File: config.mk
export PLATFORM = sky130hd
export DESIGN_NAME = ccth_timer
export DESIGN_NICKNAME = d
export VERILOG_FILES = /design/src/rtl/ccth_pkg.sv /design/src/rtl/ccth_timer.sv
export SDC_FILE = /design/constraint.sdc
export NUM_CORES = 1
export LEC_CHECK = 0
export BUFFER_PORTS_ARGS = -buffer_cell sky130_fd_sc_hd__buf_2
export CORE_MARGIN = 8
export CORE_UTILIZATION = 40
export DETAILED_ROUTE_END_ITERATION = 16
export MAX_ROUTING_LAYER = met4
export PLACE_DENSITY_LB_ADDON = 0.15
export SLEW_MARGIN = 20
export SYNTH_ARGS = -nofsm -noshare
export SYNTH_HDL_FRONTEND = slang
export SYNTH_SLANG_ARGS = --single-unit
export TNS_END_PERCENT = 10
File: constraint.sdc
create_clock -name sys_clk_i -period 13.4 [get_ports sys_clk_i]
set_input_delay 1.34 -clock sys_clk_i [delete_from_list [all_inputs] [get_ports sys_clk_i]]
set_output_delay 1.34 -clock sys_clk_i [all_outputs]
set_load 0.005 [all_outputs]
File: src/rtl/ccth_pkg.sv
// Constants shared by the 16-bit capture/compare timer: register offsets,
// field positions, reset values, clock selections and operating modes.
// Assumes an 8-bit register port with a 4-bit register index.
package ccth_pkg;

   localparam int ADDR_W = 4;
   localparam int DATA_W = 8;
   localparam int CNT_W  = 16;
   localparam int FLAG_N = 5;

   // Register indexes on the register port.
   localparam logic [ADDR_W-1:0] ADDR_CTRL_TWO = 4'h1;
   localparam logic [ADDR_W-1:0] ADDR_CTRL_ONE = 4'h2;
   localparam logic [ADDR_W-1:0] ADDR_STATUS   = 4'h3;
   localparam logic [ADDR_W-1:0] ADDR_CAP1_HI  = 4'h4;
   localparam logic [ADDR_W-1:0] ADDR_CAP1_LO  = 4'h5;
   localparam logic [ADDR_W-1:0] ADDR_CMP1_HI  = 4'h6;
   localparam logic [ADDR_W-1:0] ADDR_CMP1_LO  = 4'h7;
   localparam logic [ADDR_W-1:0] ADDR_CNT_HI   = 4'h8;
   localparam logic [ADDR_W-1:0] ADDR_CNT_LO   = 4'h9;
   localparam logic [ADDR_W-1:0] ADDR_ALT_HI   = 4'hA;
   localparam logic [ADDR_W-1:0] ADDR_ALT_LO   = 4'hB;
   localparam logic [ADDR_W-1:0] ADDR_CAP2_HI  = 4'hC;
   localparam logic [ADDR_W-1:0] ADDR_CAP2_LO  = 4'hD;
   localparam logic [ADDR_W-1:0] ADDR_CMP2_HI  = 4'hE;
   localparam logic [ADDR_W-1:0] ADDR_CMP2_LO  = 4'hF;

   // Fields of timer_control_one.
   localparam int C1_CAP_IE  = 7;
   localparam int C1_CMP_IE  = 6;
   localparam int C1_OVF_IE  = 5;
   localparam int C1_FORCE2  = 4;
   localparam int C1_FORCE1  = 3;
   localparam int C1_LEVEL2  = 2;
   localparam int C1_EDGE1   = 1;
   localparam int C1_LEVEL1  = 0;

   // Fields of timer_control_two.
   localparam int C2_PIN1_EN = 7;
   localparam int C2_PIN2_EN = 6;
   localparam int C2_ONE_PLS = 5;
   localparam int C2_PWM     = 4;
   localparam int C2_CLK_HI  = 3;
   localparam int C2_CLK_LO  = 2;
   localparam int C2_EDGE2   = 1;
   localparam int C2_EXT_EDG = 0;

   // Fields of timer_status_flags; the flag vector holds bits 7 down to 3.
   localparam int ST_FLAG_LSB = 3;
   localparam int ST_DISABLE  = 2;
   localparam int F_CAP1      = 4;
   localparam int F_CMP1      = 3;
   localparam int F_OVF       = 2;
   localparam int F_CAP2      = 1;
   localparam int F_CMP2      = 0;

   localparam logic [1:0] CLK_DIV4 = 2'h0;
   localparam logic [1:0] CLK_DIV2 = 2'h1;
   localparam logic [1:0] CLK_DIV8 = 2'h2;
   localparam logic [1:0] CLK_EXT  = 2'h3;
   localparam logic [2:0] DIV4_LAST = 3'h3;
   localparam logic [2:0] DIV2_LAST = 3'h1;
   localparam logic [2:0] DIV8_LAST = 3'h7;

   localparam logic [DATA_W-1:0] CTRL_RESET    = 8'h00;
   localparam logic [CNT_W-1:0]  CNT_RESET     = 16'hFFFC;
   localparam logic [CNT_W-1:0]  CNT_MAX       = 16'hFFFF;
   localparam logic [CNT_W-1:0]  CAP_OPM_VALUE = 16'hFFFD;
   localparam logic [CNT_W-1:0]  CMP_RESET     = 16'h8000;
   localparam logic [CNT_W-1:0]  CAP_RESET     = 16'h0000;

   typedef enum logic [1:0] {CCTH_MODE_NORMAL, CCTH_MODE_ONE_PULSE, CCTH_MODE_PWM} ccth_mode_t;

endpackage

File: src/rtl/ccth_timer.sv
// 16-bit free-running timer with two captures, two compares, one-pulse and
// PWM modes, a prescaler or external count input, and halt/wait behaviour.
// Assumes all pin inputs are synchronous to sys_clk_i and that the CPU issues
// no register access while halt_i is high.
//
// The implementer's own choices: strobed register access and the register offsets.

// Function
// Timer runs in wait; interrupt wakes device
// Halt freezes counter; resume from held count
// Capture edge in halt armed, stored at exit
// No halt wake; one gated common interrupt
// Control one bits 7,6,5 enable interrupts
// Force bits copy levels to enabled pins
// Level two on compare two match
// Level one on compare one match
// Capture edge select: 0 falling, 1 rising
// Pin enables route output only
// One-pulse: capture one edge triggers pulse
// PWM: compare one width, compare two period
// Clock select: div4, div2, div8, external
// Without external pin, external select stops
// External edge select: 0 falling, 1 rising
// Capture flags set by captures, PWM period
// Compare flags set on counter match
// Flags cleared by status read then low-byte access
// Overflow on wrap, cleared via counter low only
// Disable bit freezes counter, kills outputs; one-pulse trigger still reloads counter
// Software writes zeros to reserved status bits
// PWM sets no compare flags; modes claim resources
// One-pulse trigger, PWM period reload FFFC
// PWM compare writes take effect at period end
// Counter low write resets counter
// Capture one high returns latched upper byte
module ccth_timer #(
   parameter int HAS_EXT_PIN = 1
) (
   input  wire logic                       sys_clk_i,
   input  wire logic                       rst_i,
   input  wire logic [ccth_pkg::ADDR_W-1:0] addr_i,
   input  wire logic [ccth_pkg::DATA_W-1:0] wdata_i,
   input  wire logic                       we_i,
   input  wire logic                       re_i,
   output logic      [ccth_pkg::DATA_W-1:0] rdata_o,
   input  wire logic                       halt_i,
   input  wire logic                       irq_mask_i,
   input  wire logic                       capture_input_one_i,
   input  wire logic                       capture_input_two_i,
   input  wire logic                       external_count_input_i,
   output logic                            compare_output_one_o,
   output logic                            compare_output_one_oe_o,
   output logic                            compare_output_two_o,
   output logic                            compare_output_two_oe_o,
   output logic                            irq_o,
   output logic                            wake_o
);
   import ccth_pkg::*;

   if (HAS_EXT_PIN != 0 && HAS_EXT_PIN != 1) begin : g_chk
      $error("HAS_EXT_PIN must be 0 or 1");
   end

   logic [DATA_W-1:0] ctrl_one_q;
   logic [DATA_W-1:0] ctrl_two_q;
   logic              timer_disable_q;
   logic [FLAG_N-1:0] flag_q;
   logic [FLAG_N-1:0] arm_q;
   logic [FLAG_N-1:0] flag_set;
   logic [FLAG_N-1:0] flag_clr;
   logic [CNT_W-1:0]  cnt_q;
   logic [CNT_W-1:0]  cmp1_w_q;
   logic [CNT_W-1:0]  cmp2_w_q;
   logic [CNT_W-1:0]  cmp1_q;
   logic [CNT_W-1:0]  cmp2_q;
   logic [CNT_W-1:0]  cap1_q;
   logic [CNT_W-1:0]  cap2_q;
   logic [1:0]        cmp_inh_q;
   logic [2:0]        presc_q;
   logic [2:0]        presc_last;
   logic              cap1_prev_q;
   logic              cap2_prev_q;
   logic              ext_prev_q;
   logic              halt_prev_q;
   logic [1:0]        halt_arm_q;
   logic              lvl1_q;
   logic              lvl2_q;
   logic [DATA_W-1:0] rdata_q;
   ccth_mode_t        mode;
   logic              run;
   logic              tick;
   logic              edge1;
   logic              edge2;
   logic              ext_edge;
   logic              halt_exit;
   logic              cnt_wr;
   logic              opm_trig;
   logic              period_end;
   logic              match1;
   logic              match2;
   logic              cap1_evt;
   logic              cap2_evt;
   logic              ovf_evt;
   logic              irq_pend;
   logic [1:0]        clk_sel;

   assign clk_sel = ctrl_two_q[C2_CLK_HI:C2_CLK_LO];

   // PWM takes precedence when both mode bits are set.
   always_comb begin
      if (ctrl_two_q[C2_PWM]) begin
         mode = CCTH_MODE_PWM;
      end else if (ctrl_two_q[C2_ONE_PLS]) begin
         mode = CCTH_MODE_ONE_PULSE;
      end else begin
         mode = CCTH_MODE_NORMAL;
      end
   end

   assign run       = !halt_i && !timer_disable_q; // see R2
   assign halt_exit = halt_prev_q && !halt_i;
   assign cnt_wr    = we_i && (addr_i == ADDR_CNT_LO || addr_i == ADDR_ALT_LO);

   // see R9
   assign edge1    = ctrl_one_q[C1_EDGE1] ? (capture_input_one_i && !cap1_prev_q)
                                          : (!capture_input_one_i && cap1_prev_q);
   assign edge2    = ctrl_two_q[C2_EDGE2] ? (capture_input_two_i && !cap2_prev_q)
                                          : (!capture_input_two_i && cap2_prev_q);
   assign ext_edge = ctrl_two_q[C2_EXT_EDG] ? (external_count_input_i && !ext_prev_q)
                                            : (!external_count_input_i && ext_prev_q);

   always_comb begin
      unique case (clk_sel)
         CLK_DIV2: presc_last = DIV2_LAST;
         CLK_DIV8: presc_last = DIV8_LAST;
         default:  presc_last = DIV4_LAST;
      endcase
   end

   // The external setting stops the counter on a part without the pin.
   assign tick = run && ((clk_sel == CLK_EXT) ? (HAS_EXT_PIN == 1 && ext_edge) // see R13
                                              : (presc_q >= presc_last));

   assign opm_trig   = mode == CCTH_MODE_ONE_PULSE && edge1 && !halt_i;
   // A compare is inhibited between a high-byte write and its low-byte write.
   assign match1     = tick && !cmp_inh_q[0] && cnt_q == cmp1_q;
   assign match2     = tick && !cmp_inh_q[1] && cnt_q == cmp2_q;
   assign period_end = mode == CCTH_MODE_PWM && match2;
   assign cap1_evt   = mode == CCTH_MODE_NORMAL && ((edge1 && !halt_i) || (halt_exit && halt_arm_q[0]));
   assign cap2_evt   = (edge2 && !halt_i) || (halt_exit && halt_arm_q[1]);
   assign ovf_evt    = tick && cnt_q == CNT_MAX && !period_end && !opm_trig && !cnt_wr;

   always_ff @(posedge sys_clk_i or posedge rst_i) begin
      if (rst_i) begin
         cap1_prev_q <= 1'b0;
         cap2_prev_q <= 1'b0;
         ext_prev_q  <= 1'b0;
         halt_prev_q <= 1'b0;
      end else begin
         cap1_prev_q <= capture_input_one_i;
         cap2_prev_q <= capture_input_two_i;
         ext_prev_q  <= external_count_input_i;
         halt_prev_q <= halt_i;
      end
   end

   // The prescaler stands still whenever the counter is frozen.
   always_ff @(posedge sys_clk_i or posedge rst_i) begin
      if (rst_i) begin
         presc_q <= 3'h0;
      end else if (run) begin
         presc_q <= (presc_q >= presc_last) ? 3'h0 : presc_q + 3'h1;
      end
   end

   always_ff @(posedge sys_clk_i or posedge rst_i) begin
      if (rst_i) begin
         cnt_q <= CNT_RESET;
      end else if (cnt_wr) begin
         cnt_q <= CNT_RESET;
      end else if (opm_trig || period_end) begin
         cnt_q <= CNT_RESET;
      end else if (tick) begin
         cnt_q <= cnt_q + 16'h0001;
      end
   end

   // Edges seen while halted are remembered and resolved at halt exit.
   always_ff @(posedge sys_clk_i or posedge rst_i) begin
      if (rst_i) begin
         halt_arm_q <= 2'h0;
      end else if (halt_i) begin
         if (edge1 && mode == CCTH_MODE_NORMAL) begin
            halt_arm_q[0] <= 1'b1;
         end
         if (edge2) begin
            halt_arm_q[1] <= 1'b1;
         end
      end else begin
         halt_arm_q <= 2'h0;
      end
   end

   always_ff @(posedge sys_clk_i or posedge rst_i) begin
      if (rst_i) begin
         cap1_q <= CAP_RESET;
         cap2_q <= CAP_RESET;
      end else begin
         if (opm_trig) begin
            cap1_q <= CAP_OPM_VALUE;
         end else if (cap1_evt) begin
            cap1_q <= cnt_q;
         end
         if (cap2_evt) begin
            cap2_q <= cnt_q;
         end
      end
   end

   always_ff @(posedge sys_clk_i or posedge rst_i) begin
      if (rst_i) begin
         ctrl_one_q <= CTRL_RESET;
         ctrl_two_q <= CTRL_RESET;
         timer_disable_q     <= 1'b0;
      end else if (we_i) begin
         if (addr_i == ADDR_CTRL_ONE) begin
            ctrl_one_q <= wdata_i;
         end
         if (addr_i == ADDR_CTRL_TWO) begin
            ctrl_two_q <= wdata_i;
         end
         if (addr_i == ADDR_STATUS) begin
            timer_disable_q <= wdata_i[ST_DISABLE];
         end
      end
   end

   // Software values land in the write buffers; outside PWM they are copied
   // every cycle, in PWM only at the period end so no spike reaches the pin.
   always_ff @(posedge sys_clk_i or posedge rst_i) begin
      if (rst_i) begin
         cmp1_w_q  <= CMP_RESET;
         cmp2_w_q  <= CMP_RESET;
         cmp_inh_q <= 2'h0;
      end else if (we_i) begin
         unique case (addr_i)
            ADDR_CMP1_HI: begin
               cmp1_w_q[CNT_W-1:DATA_W] <= wdata_i;
               cmp_inh_q[0]             <= 1'b1;
            end
            ADDR_CMP1_LO: begin
               cmp1_w_q[DATA_W-1:0] <= wdata_i;
               cmp_inh_q[0]         <= 1'b0;
            end
            ADDR_CMP2_HI: begin
               cmp2_w_q[CNT_W-1:DATA_W] <= wdata_i;
               cmp_inh_q[1]             <= 1'b1;
            end
            ADDR_CMP2_LO: begin
               cmp2_w_q[DATA_W-1:0] <= wdata_i;
               cmp_inh_q[1]         <= 1'b0;
            end
            default: begin
            end
         endcase
      end
   end

   always_ff @(posedge sys_clk_i or posedge rst_i) begin
      if (rst_i) begin
         cmp1_q <= CMP_RESET;
         cmp2_q <= CMP_RESET;
      end else if (mode != CCTH_MODE_PWM || period_end) begin
         cmp1_q <= cmp1_w_q;
         cmp2_q <= cmp2_w_q;
      end
   end

   // see R16 see R17
   assign flag_set[F_CAP1] = cap1_evt || opm_trig || period_end;
   assign flag_set[F_CMP1] = match1 && mode == CCTH_MODE_NORMAL;
   assign flag_set[F_OVF]  = ovf_evt;
   assign flag_set[F_CAP2] = cap2_evt;
   assign flag_set[F_CMP2] = match2 && mode != CCTH_MODE_PWM;

   // Only the primary counter low byte clears overflow; the alternate does not.
   assign flag_clr[F_CAP1] = addr_i == ADDR_CAP1_LO;
   assign flag_clr[F_CMP1] = addr_i == ADDR_CMP1_LO;
   assign flag_clr[F_OVF]  = addr_i == ADDR_CNT_LO;
   assign flag_clr[F_CAP2] = addr_i == ADDR_CAP2_LO;
   assign flag_clr[F_CMP2] = addr_i == ADDR_CMP2_LO;

   // A status read while a flag is set arms it; the next access to its low
   // byte clears it. A new event in the clearing cycle keeps the flag set.
   for (genvar i = 0; i < FLAG_N; i++) begin : g_flag
      always_ff @(posedge sys_clk_i or posedge rst_i) begin
         if (rst_i) begin
            flag_q[i] <= 1'b0;
            arm_q[i]  <= 1'b0;
         end else begin
            if (flag_set[i]) begin
               flag_q[i] <= 1'b1;
            end else if (arm_q[i] && (we_i || re_i) && flag_clr[i]) begin
               flag_q[i] <= 1'b0;
            end
            if (re_i && addr_i == ADDR_STATUS) begin
               arm_q[i] <= flag_q[i];
            end else if ((we_i || re_i) && flag_clr[i]) begin
               arm_q[i] <= 1'b0;
            end
         end
      end
   end

   always_ff @(posedge sys_clk_i or posedge rst_i) begin
      if (rst_i) begin
         lvl1_q <= 1'b0;
      end else begin
         unique case (mode)
            CCTH_MODE_NORMAL: begin
               if (ctrl_one_q[C1_FORCE1] || match1) begin
                  lvl1_q <= ctrl_one_q[C1_LEVEL1]; // see R6
               end
            end
            CCTH_MODE_ONE_PULSE: begin
               if (opm_trig) begin
                  lvl1_q <= ctrl_one_q[C1_LEVEL2]; // see R7
               end else if (match1) begin
                  lvl1_q <= ctrl_one_q[C1_LEVEL1];
               end
            end
            CCTH_MODE_PWM: begin
               if (period_end) begin
                  lvl1_q <= ctrl_one_q[C1_LEVEL2]; // see R7
               end else if (match1) begin
                  lvl1_q <= ctrl_one_q[C1_LEVEL1];
               end
            end
         endcase
      end
   end

   // Level two belongs to the first pin in both special modes.
   always_ff @(posedge sys_clk_i or posedge rst_i) begin
      if (rst_i) begin
         lvl2_q <= 1'b0;
      end else if (mode == CCTH_MODE_NORMAL && (ctrl_one_q[C1_FORCE2] || match2)) begin
         lvl2_q <= ctrl_one_q[C1_LEVEL2]; // see R6
      end
   end

   // The enables only steer the pins; the compare logic runs regardless.
   assign compare_output_one_o    = lvl1_q;
   assign compare_output_two_o    = lvl2_q;
   assign compare_output_one_oe_o = ctrl_two_q[C2_PIN1_EN] && !timer_disable_q; // see R10
   assign compare_output_two_oe_o = ctrl_two_q[C2_PIN2_EN] && !timer_disable_q; // see R10


   assign irq_pend = (ctrl_one_q[C1_CAP_IE] && (flag_q[F_CAP1] || flag_q[F_CAP2]))
                  || (ctrl_one_q[C1_CMP_IE] && (flag_q[F_CMP1] || flag_q[F_CMP2]))
                  || (ctrl_one_q[C1_OVF_IE] && flag_q[F_OVF]);
   assign irq_o    = irq_pend && !irq_mask_i;
   assign wake_o   = irq_o && !halt_i; // see R1

   // Reserved status bits read as zero whatever software wrote.
   always_ff @(posedge sys_clk_i or posedge rst_i) begin
      if (rst_i) begin
         rdata_q <= 8'h00;
      end else if (re_i) begin
         unique case (addr_i)
            ADDR_CTRL_ONE: rdata_q <= ctrl_one_q;
            ADDR_CTRL_TWO: rdata_q <= ctrl_two_q;
            ADDR_STATUS:   rdata_q <= {flag_q, timer_disable_q, 2'h0};
            ADDR_CAP1_HI:  rdata_q <= cap1_q[CNT_W-1:DATA_W];
            ADDR_CAP1_LO:  rdata_q <= cap1_q[DATA_W-1:0];
            ADDR_CMP1_HI:  rdata_q <= cmp1_w_q[CNT_W-1:DATA_W];
            ADDR_CMP1_LO:  rdata_q <= cmp1_w_q[DATA_W-1:0];
            ADDR_CNT_HI:   rdata_q <= cnt_q[CNT_W-1:DATA_W];
            ADDR_CNT_LO:   rdata_q <= cnt_q[DATA_W-1:0];
            ADDR_ALT_HI:   rdata_q <= cnt_q[CNT_W-1:DATA_W];
            ADDR_ALT_LO:   rdata_q <= cnt_q[DATA_W-1:0];
            ADDR_CAP2_HI:  rdata_q <= cap2_q[CNT_W-1:DATA_W];
            ADDR_CAP2_LO:  rdata_q <= cap2_q[DATA_W-1:0];
            ADDR_CMP2_HI:  rdata_q <= cmp2_w_q[CNT_W-1:DATA_W];
            ADDR_CMP2_LO:  rdata_q <= cmp2_w_q[DATA_W-1:0];
            default:       rdata_q <= 8'h00;
         endcase
      end else begin
         rdata_q <= 8'h00;
      end
   end

   assign rdata_o = rdata_q;
endmodule

-- Yosys cells after proc, flatten, opt, wreduce, memory -nomap -nowiden
Cells that the tools add are included.
- input bits: 21
- register bits after elaboration: 160
- logic and storage cells: 216
- output and inout port bits: 14
- muxes and demuxes: 45
- $lt $le $gt $ge: 1
- add/subtract/negate cells: 2
- reductions and logical operators: 107
- equality and inequality tests: 27
- operator list (operator ; number):
    case mux 8 bit (13 select lines) ; 1
    two-way mux 16 bit ; 5
    logical AND 1 bit ; 53
    equality test 16 bit ; 2
    equality test 4 bit, second input constant ; 8
    two-way mux 1 bit ; 31
    nonzero test 2 bit ; 13
    AND reduction 2 bit ; 9
    adder 16 x 1 -> 16 bit, second input constant ; 1
    equality test 16 bit, second input constant ; 1
    equality test 4 x 3 -> 1 bit, second input constant ; 4
    logical NOT 1 bit ; 14
    logical OR 1 bit ; 14
    equality test 4 x 2 -> 1 bit, second input constant ; 2
    two-way mux 8 bit ; 1
    equality test 2 bit, second input constant ; 3
    != test 2 x 1 -> 1 bit, second input constant ; 3
    case mux 3 bit (2 select lines) ; 1
    equality test 2 x 1 -> 1 bit, second input constant ; 2
    equality test 4 x 1 -> 1 bit, second input constant ; 1
    two-way mux 2 bit ; 2
    case mux 1 bit (2 select lines) ; 2
    OR reduction 2 bit ; 2
    adder 3 x 1 -> 3 bit, second input constant ; 1
    other kinds (6) ; 6

-- Longest topological paths before layout
- depth after elaboration: 13
- mapped depth: 11

-- Worst setup path before layout
OpenSTA, ideal clock, no wires.
- path type: input port to flip-flop
- start: in halt_i
- end: reg cmp1_q[0]
- stages on the path: 10
- data required time: 13.273 ns
- setup time: 0.127 ns
- path buffers: 5
- arrival: 3.042 ns
- slack: 10.231 ns
- path through: buf_6 > or2_1 > buf_6 > a211oi_4 > or2_1 > buf_6 > a31o_1 > buf_2 > buf_6 > mux2_1
- word-level cells in the longest chain between the ends: 7
- ends and longest elaborated chain (element ; RTL line ; source):
    from (decl) ; ccth_timer.sv:45 ; input wire logic halt_i,
    logical NOT 1 bit ; ccth_timer.sv:119 ; assign run = !halt_i && !timer_disable_q;
    logical AND 1 bit ; ccth_timer.sv:119 ;
    logical AND 1 bit ; ccth_timer.sv:140 ; assign tick = run && ((clk_sel == CLK_EXT) ? (HAS_EXT_PIN == 1 && ext_edge)
    logical AND 1 bit (2 in a row) ; ccth_timer.sv:146 ; assign match2 = tick && !cmp_inh_q[1] && cnt_q == cmp2_q;
    logical AND 1 bit ; ccth_timer.sv:147 ; assign period_end = mode == CCTH_MODE_PWM && match2;
    logical OR 1 bit ; ccth_timer.sv:272 ; end else if (mode != CCTH_MODE_PWM || period_end) begin
    to (signal assigned) ; ccth_timer.sv:273 ; cmp1_q <= cmp1_w_q;
    to (decl) ; ccth_timer.sv:73 ; logic [CNT_W-1:0] cmp1_q;
No other way between the ends.
A chain may end at the register's enable or synchronous reset.

-- Worst setup path after layout
- start: in halt_i
- end: reg lvl1_q, in the netlist compare_output_one_o
- word-level cells in the longest chain between the ends: 8
- ends and longest elaborated chain (element ; RTL line ; source):
    logical NOT 1 bit (*) ; ccth_timer.sv:119, ccth_timer.sv:143 ;
    logical AND 1 bit ; ccth_timer.sv:119 ;
    logical AND 1 bit ; ccth_timer.sv:140 ;
    logical AND 1 bit, on equally long branches (2 in a row) ; ccth_timer.sv:145, ccth_timer.sv:146 ;
    two-way mux 1 bit / logical AND 1 bit (equally long branches) ; n/a ;
    two-way mux 1 bit, on equally long branches ; ccth_timer.sv:332, ccth_timer.sv:325 ;
    case mux 1 bit (3 select lines) ; ccth_timer.sv:318 ; unique case (mode)
    to (signal assigned) ; ccth_timer.sv:321 ; lvl1_q <= ctrl_one_q[C1_LEVEL1];
    to (signal assigned) ; ccth_timer.sv:333 ; lvl1_q <= ctrl_one_q[C1_LEVEL2];
    to (signal assigned) ; ccth_timer.sv:335 ; lvl1_q <= ctrl_one_q[C1_LEVEL1];
    to (decl) ; ccth_timer.sv:85 ; logic lvl1_q;
Every way passes the cells marked *; elsewhere a longest branch is shown, timed or not.

==> run summary <==
Worst setup EP type: register
Residual DRC count: 0
Critical path required time: 13.72 ns
Final Net Count: 750
P&R area growth vs syn: 11.7%
RSZ-0062 raised after global routing: false
Post-CTS resize count: 0
Cell taking the most area after synthesis: dfrtp_1
Fraction of registers with async set/reset: 100%
Max Clock Freq: 255 MHz
CP Data Arrival Time: 4.24 ns
Synth Warn #: 0
Gr usage total: 20.8%
XOR/XNOR Fraction of Synth Area: 5.20%
Leakage: 3.63 nW
CTS max path bufs: 2
Number of flops mapped to enable cells by yosys: 0
Die H: 157 um
Final Skew: 0.0151 ns
Max cap viols: 0
Routed wire length per instance: 23.5 um
Fin crit share: 29.2%
Post-route setup TNS: 0 ns
First-pass DRT Iterations: 4
First-pass GRT wire length: 36400 um
Cell family with the largest share of critical-path delay: compound AO/OA/AOI/OAI gates
Critical Path Slowest Stage Cell: a31o_1
Hold Path End: cmp_inh_q[1]$_DFFE_PP0P_
Min-delay src: cmp_inh_q[1]$_DFFE_PP0P_
Syn Area/Cell: 11.1 um^2
Hold path depth: 1
Unique cell type count in the Yosys netlist: 61
DPL Wire Length: 16600 um
Reg2reg start: ctrl_two_q[2]$_DFFE_PP0P_
Outcome: complete, no violations
Sequential-to-total area share from yosys stat: 50.9%
Synth top area share: 44.9%
Slack of the worst reg-to-reg path: 9.82 ns
Inserted Clock Buffers: 17
H-tree depth: 4
PwrDens: 203 mW/mm^2
Vias per cell: 5.64
Clock root buffer: clkbuf_16
CP Max Fanout: 18
Reg2reg end: compare_output_one_o$_DFFE_PP0P_
Mux share of post-synthesis cell area: 16.9%
Simple-gate portion of the synthesized area: 13.1%
Max incr delay on CP: 0.77 ns
CTS tree: built
CP startpoint kind: input port
Area contributors post-synth: dfrtp_1 45%, mux2_2 10%, dfstp_2 6.0%
Tot Pwr: 1.79 mW
Type of the setup path with the least slack: input port to register
Largest net degree at the start of global routing: 99
Hold_buf cts: 0
Main combinational cell family by area after synthesis: multiplexers
Share of cells above drive strength 1: 23.7%
IO Port Bufs: 34
Clk slew on worst S/H paths: 0.07 ns
Relative slew slack: 20.9%
1st-iter DRT viols: 462
Adder-Cell Fraction of Synth Area: 0.632%
Yosys reg bits: 160
Fin. Hold Viols: 0
Maximum vdd drop: 86.2 uV
Compound-Gate Fraction of Synth Area: 10.0%
HP Class: register to register
Reg2reg path depth: 9
Min Tclk post-route: 3.92 ns
Worst Tran Pin Value: 1.18 ns
Initial antenna violation count: 0
Post-route ant nets: 0
Core Footprint: 0.0195 mm^2
Setup bufs post-CTS: 0
Number of global-route vias before repair: 5836
Worst path bufs/invs: 2
Diode count: 0
Netlist Area Pre-Place: 0.00792 mm^2
Setup violators final: 0
Max-slew violation count: 0
Die Area: 0.0245 mm^2
Aggregate routed wire length: 23600 um
Post-Syn Instances: 712
Gpl congestion: 0.893
Grt ovf: 0
Ports: 35
Syn nets: 737
Crit-path cells: buf_2, or2_1, a211oi_4, or2_1, a31o_1, buf_4, o31ai_1, a221o_1
Clock sink count: 160
Initial core utilization: 40.7%
Cell mode on critical path: or2_1
# rows: 51
Top_reg_cell synth: dfrtp_1
Clock latency on the worst-skew pair: 0.44 ns
Vias: 5656
Die span in x: 157 um
## area by class of cell
cell class | instances | area, um^2
repair buffers | 41 | 223
multi-input cells | 496 | 3630
flip-flops and latches | 160 | 4030
well taps | 265 | 332
inverters | 9 | 38.8
clock inverters | 12 | 133
fillers | 1875 | 10600
clock buffers | 20 | 457
## how the worst max path moves through the flow
stage,depth (start not counted),start,slack [ns],end
3_5_place_dp,8,halt_i,9.03,compare_output_one_o$_DFFE_PP0P_
4_1_cts,8,halt_i,9.48,compare_output_one_o$_DFFE_PP0P_
2_1_floorplan,1,rst_i,7.77,arm_q[0]$_DFFE_PP0P_
5_1_grt,8,halt_i,9.31,compare_output_one_o$_DFFE_PP0P_
3_3_place_gp,8,halt_i,9.14,compare_output_one_o$_DFFE_PP0P_
6_report,8,halt_i,9.48,compare_output_one_o$_DFFE_PP0P_
## per-layer routing
| layer | track usage, % | routed length, um | up-vias |
|---|---|---|---|
| met5 | - | 0 | - |
| met1 | 27.5 | 10800 | 2900 |
| met4 | 8.01 | 614 | 0 |
| li1 | - | - | 2547 |
| met2 | 31.2 | 10900 | 169 |
| met3 | 3.81 | 1230 | 40 |
## cells in the final DEF (no fill, tap or decap), types with 4 or more instances in the layout
cell	n
a22oi_1	5
clkbuf_16	17
dfrtp_1	142
nand4_1	15
and3_1	6
inv_1	8
a22o_1	12
xnor2_1	34
mux2i_1	12
o31ai_1	6
mux2_2	72
dfstp_2	18
ha_1	4
a21oi_1	36
nor2b_1	16
a221oi_1	4
nand3b_1	6
o21ai_0	22
nand2_1	56
buf_4	7
xor2_1	13
nor2_1	61
a31oi_1	8
nand3_1	16
buf_2	34
nor3_1	4
mux2_1	31
nand2b_1	8
and2_1	7
## state kept, by name, indices dropped and copies added (netlist names), 5 cells and up
name        count
arm_q           5
cap1_q         16
cap2_q         16
cmp1_q         16
cmp1_w_q       16
cmp2_q         16
cmp2_w_q       16
cnt_q          16
ctrl_one_q      8
ctrl_two_q      8
flag_q          5
rdata_o         8
## synthesized netlist by cell type (all sizes together), types with 2 or more instances
cell type and number:
dfrtp 142, mux2 104, nor2 61, nand2 56, a21oi 36, clkbuf 35
xnor2 34, o21ai 23, dfstp 18, nand3 17, nor2b 16, nand4 15
xor2 13, a22o 12, buf 12, mux2i 12, inv 9, a31oi 8
nand2b 8, and2 7, and3 6, nand3b 6, o31ai 6, a221oi 5
a22oi 5, nor3 5, ha 4, or2 4, a32oi 3, o22ai 3
a211oi 2, a21boi 2, a21o 2, mux4 2, nor4 2, o211ai 2
## power breakdown
group / total [mW] / leakage, nW / switching (mW) / internal (mW)
registers: 0.848 / 1.87 / 0.192 / 0.655
logic: 0.458 / 1.48 / 0.227 / 0.231
clock network: 0.488 / 0.283 / 0.203 / 0.285
total: 1.79 / 3.63 / 0.622 / 1.17
## metrics by stage
stage | util (%) | setup slack (ns) | std cells | hold slack, ns | instance area, um^2
after floorplan | - | 7.77 | 712 | 0.448 | 7920
after detailed placement | 42.4 | 9.03 | 971 | 0.471 | 8250
after CTS | 45.4 | 9.48 | 1003 | 0.487 | 8840
after global routing | 45.4 | 9.31 | 1003 | 0.514 | 8840
final | 45.4 | 9.48 | 1003 | 0.480 | 8840
after global placement | 42.4 | 9.14 | 971 | 0.466 | 8250
## cell families after synthesis
kind of cell,Yosys count
simple gates,209
buf+inv,56
flops,160
compound gates,118
xor+xnor,47
mux,118
fa+ha+maj,4
Note: power is estimated with default switching activity, not from simulation.
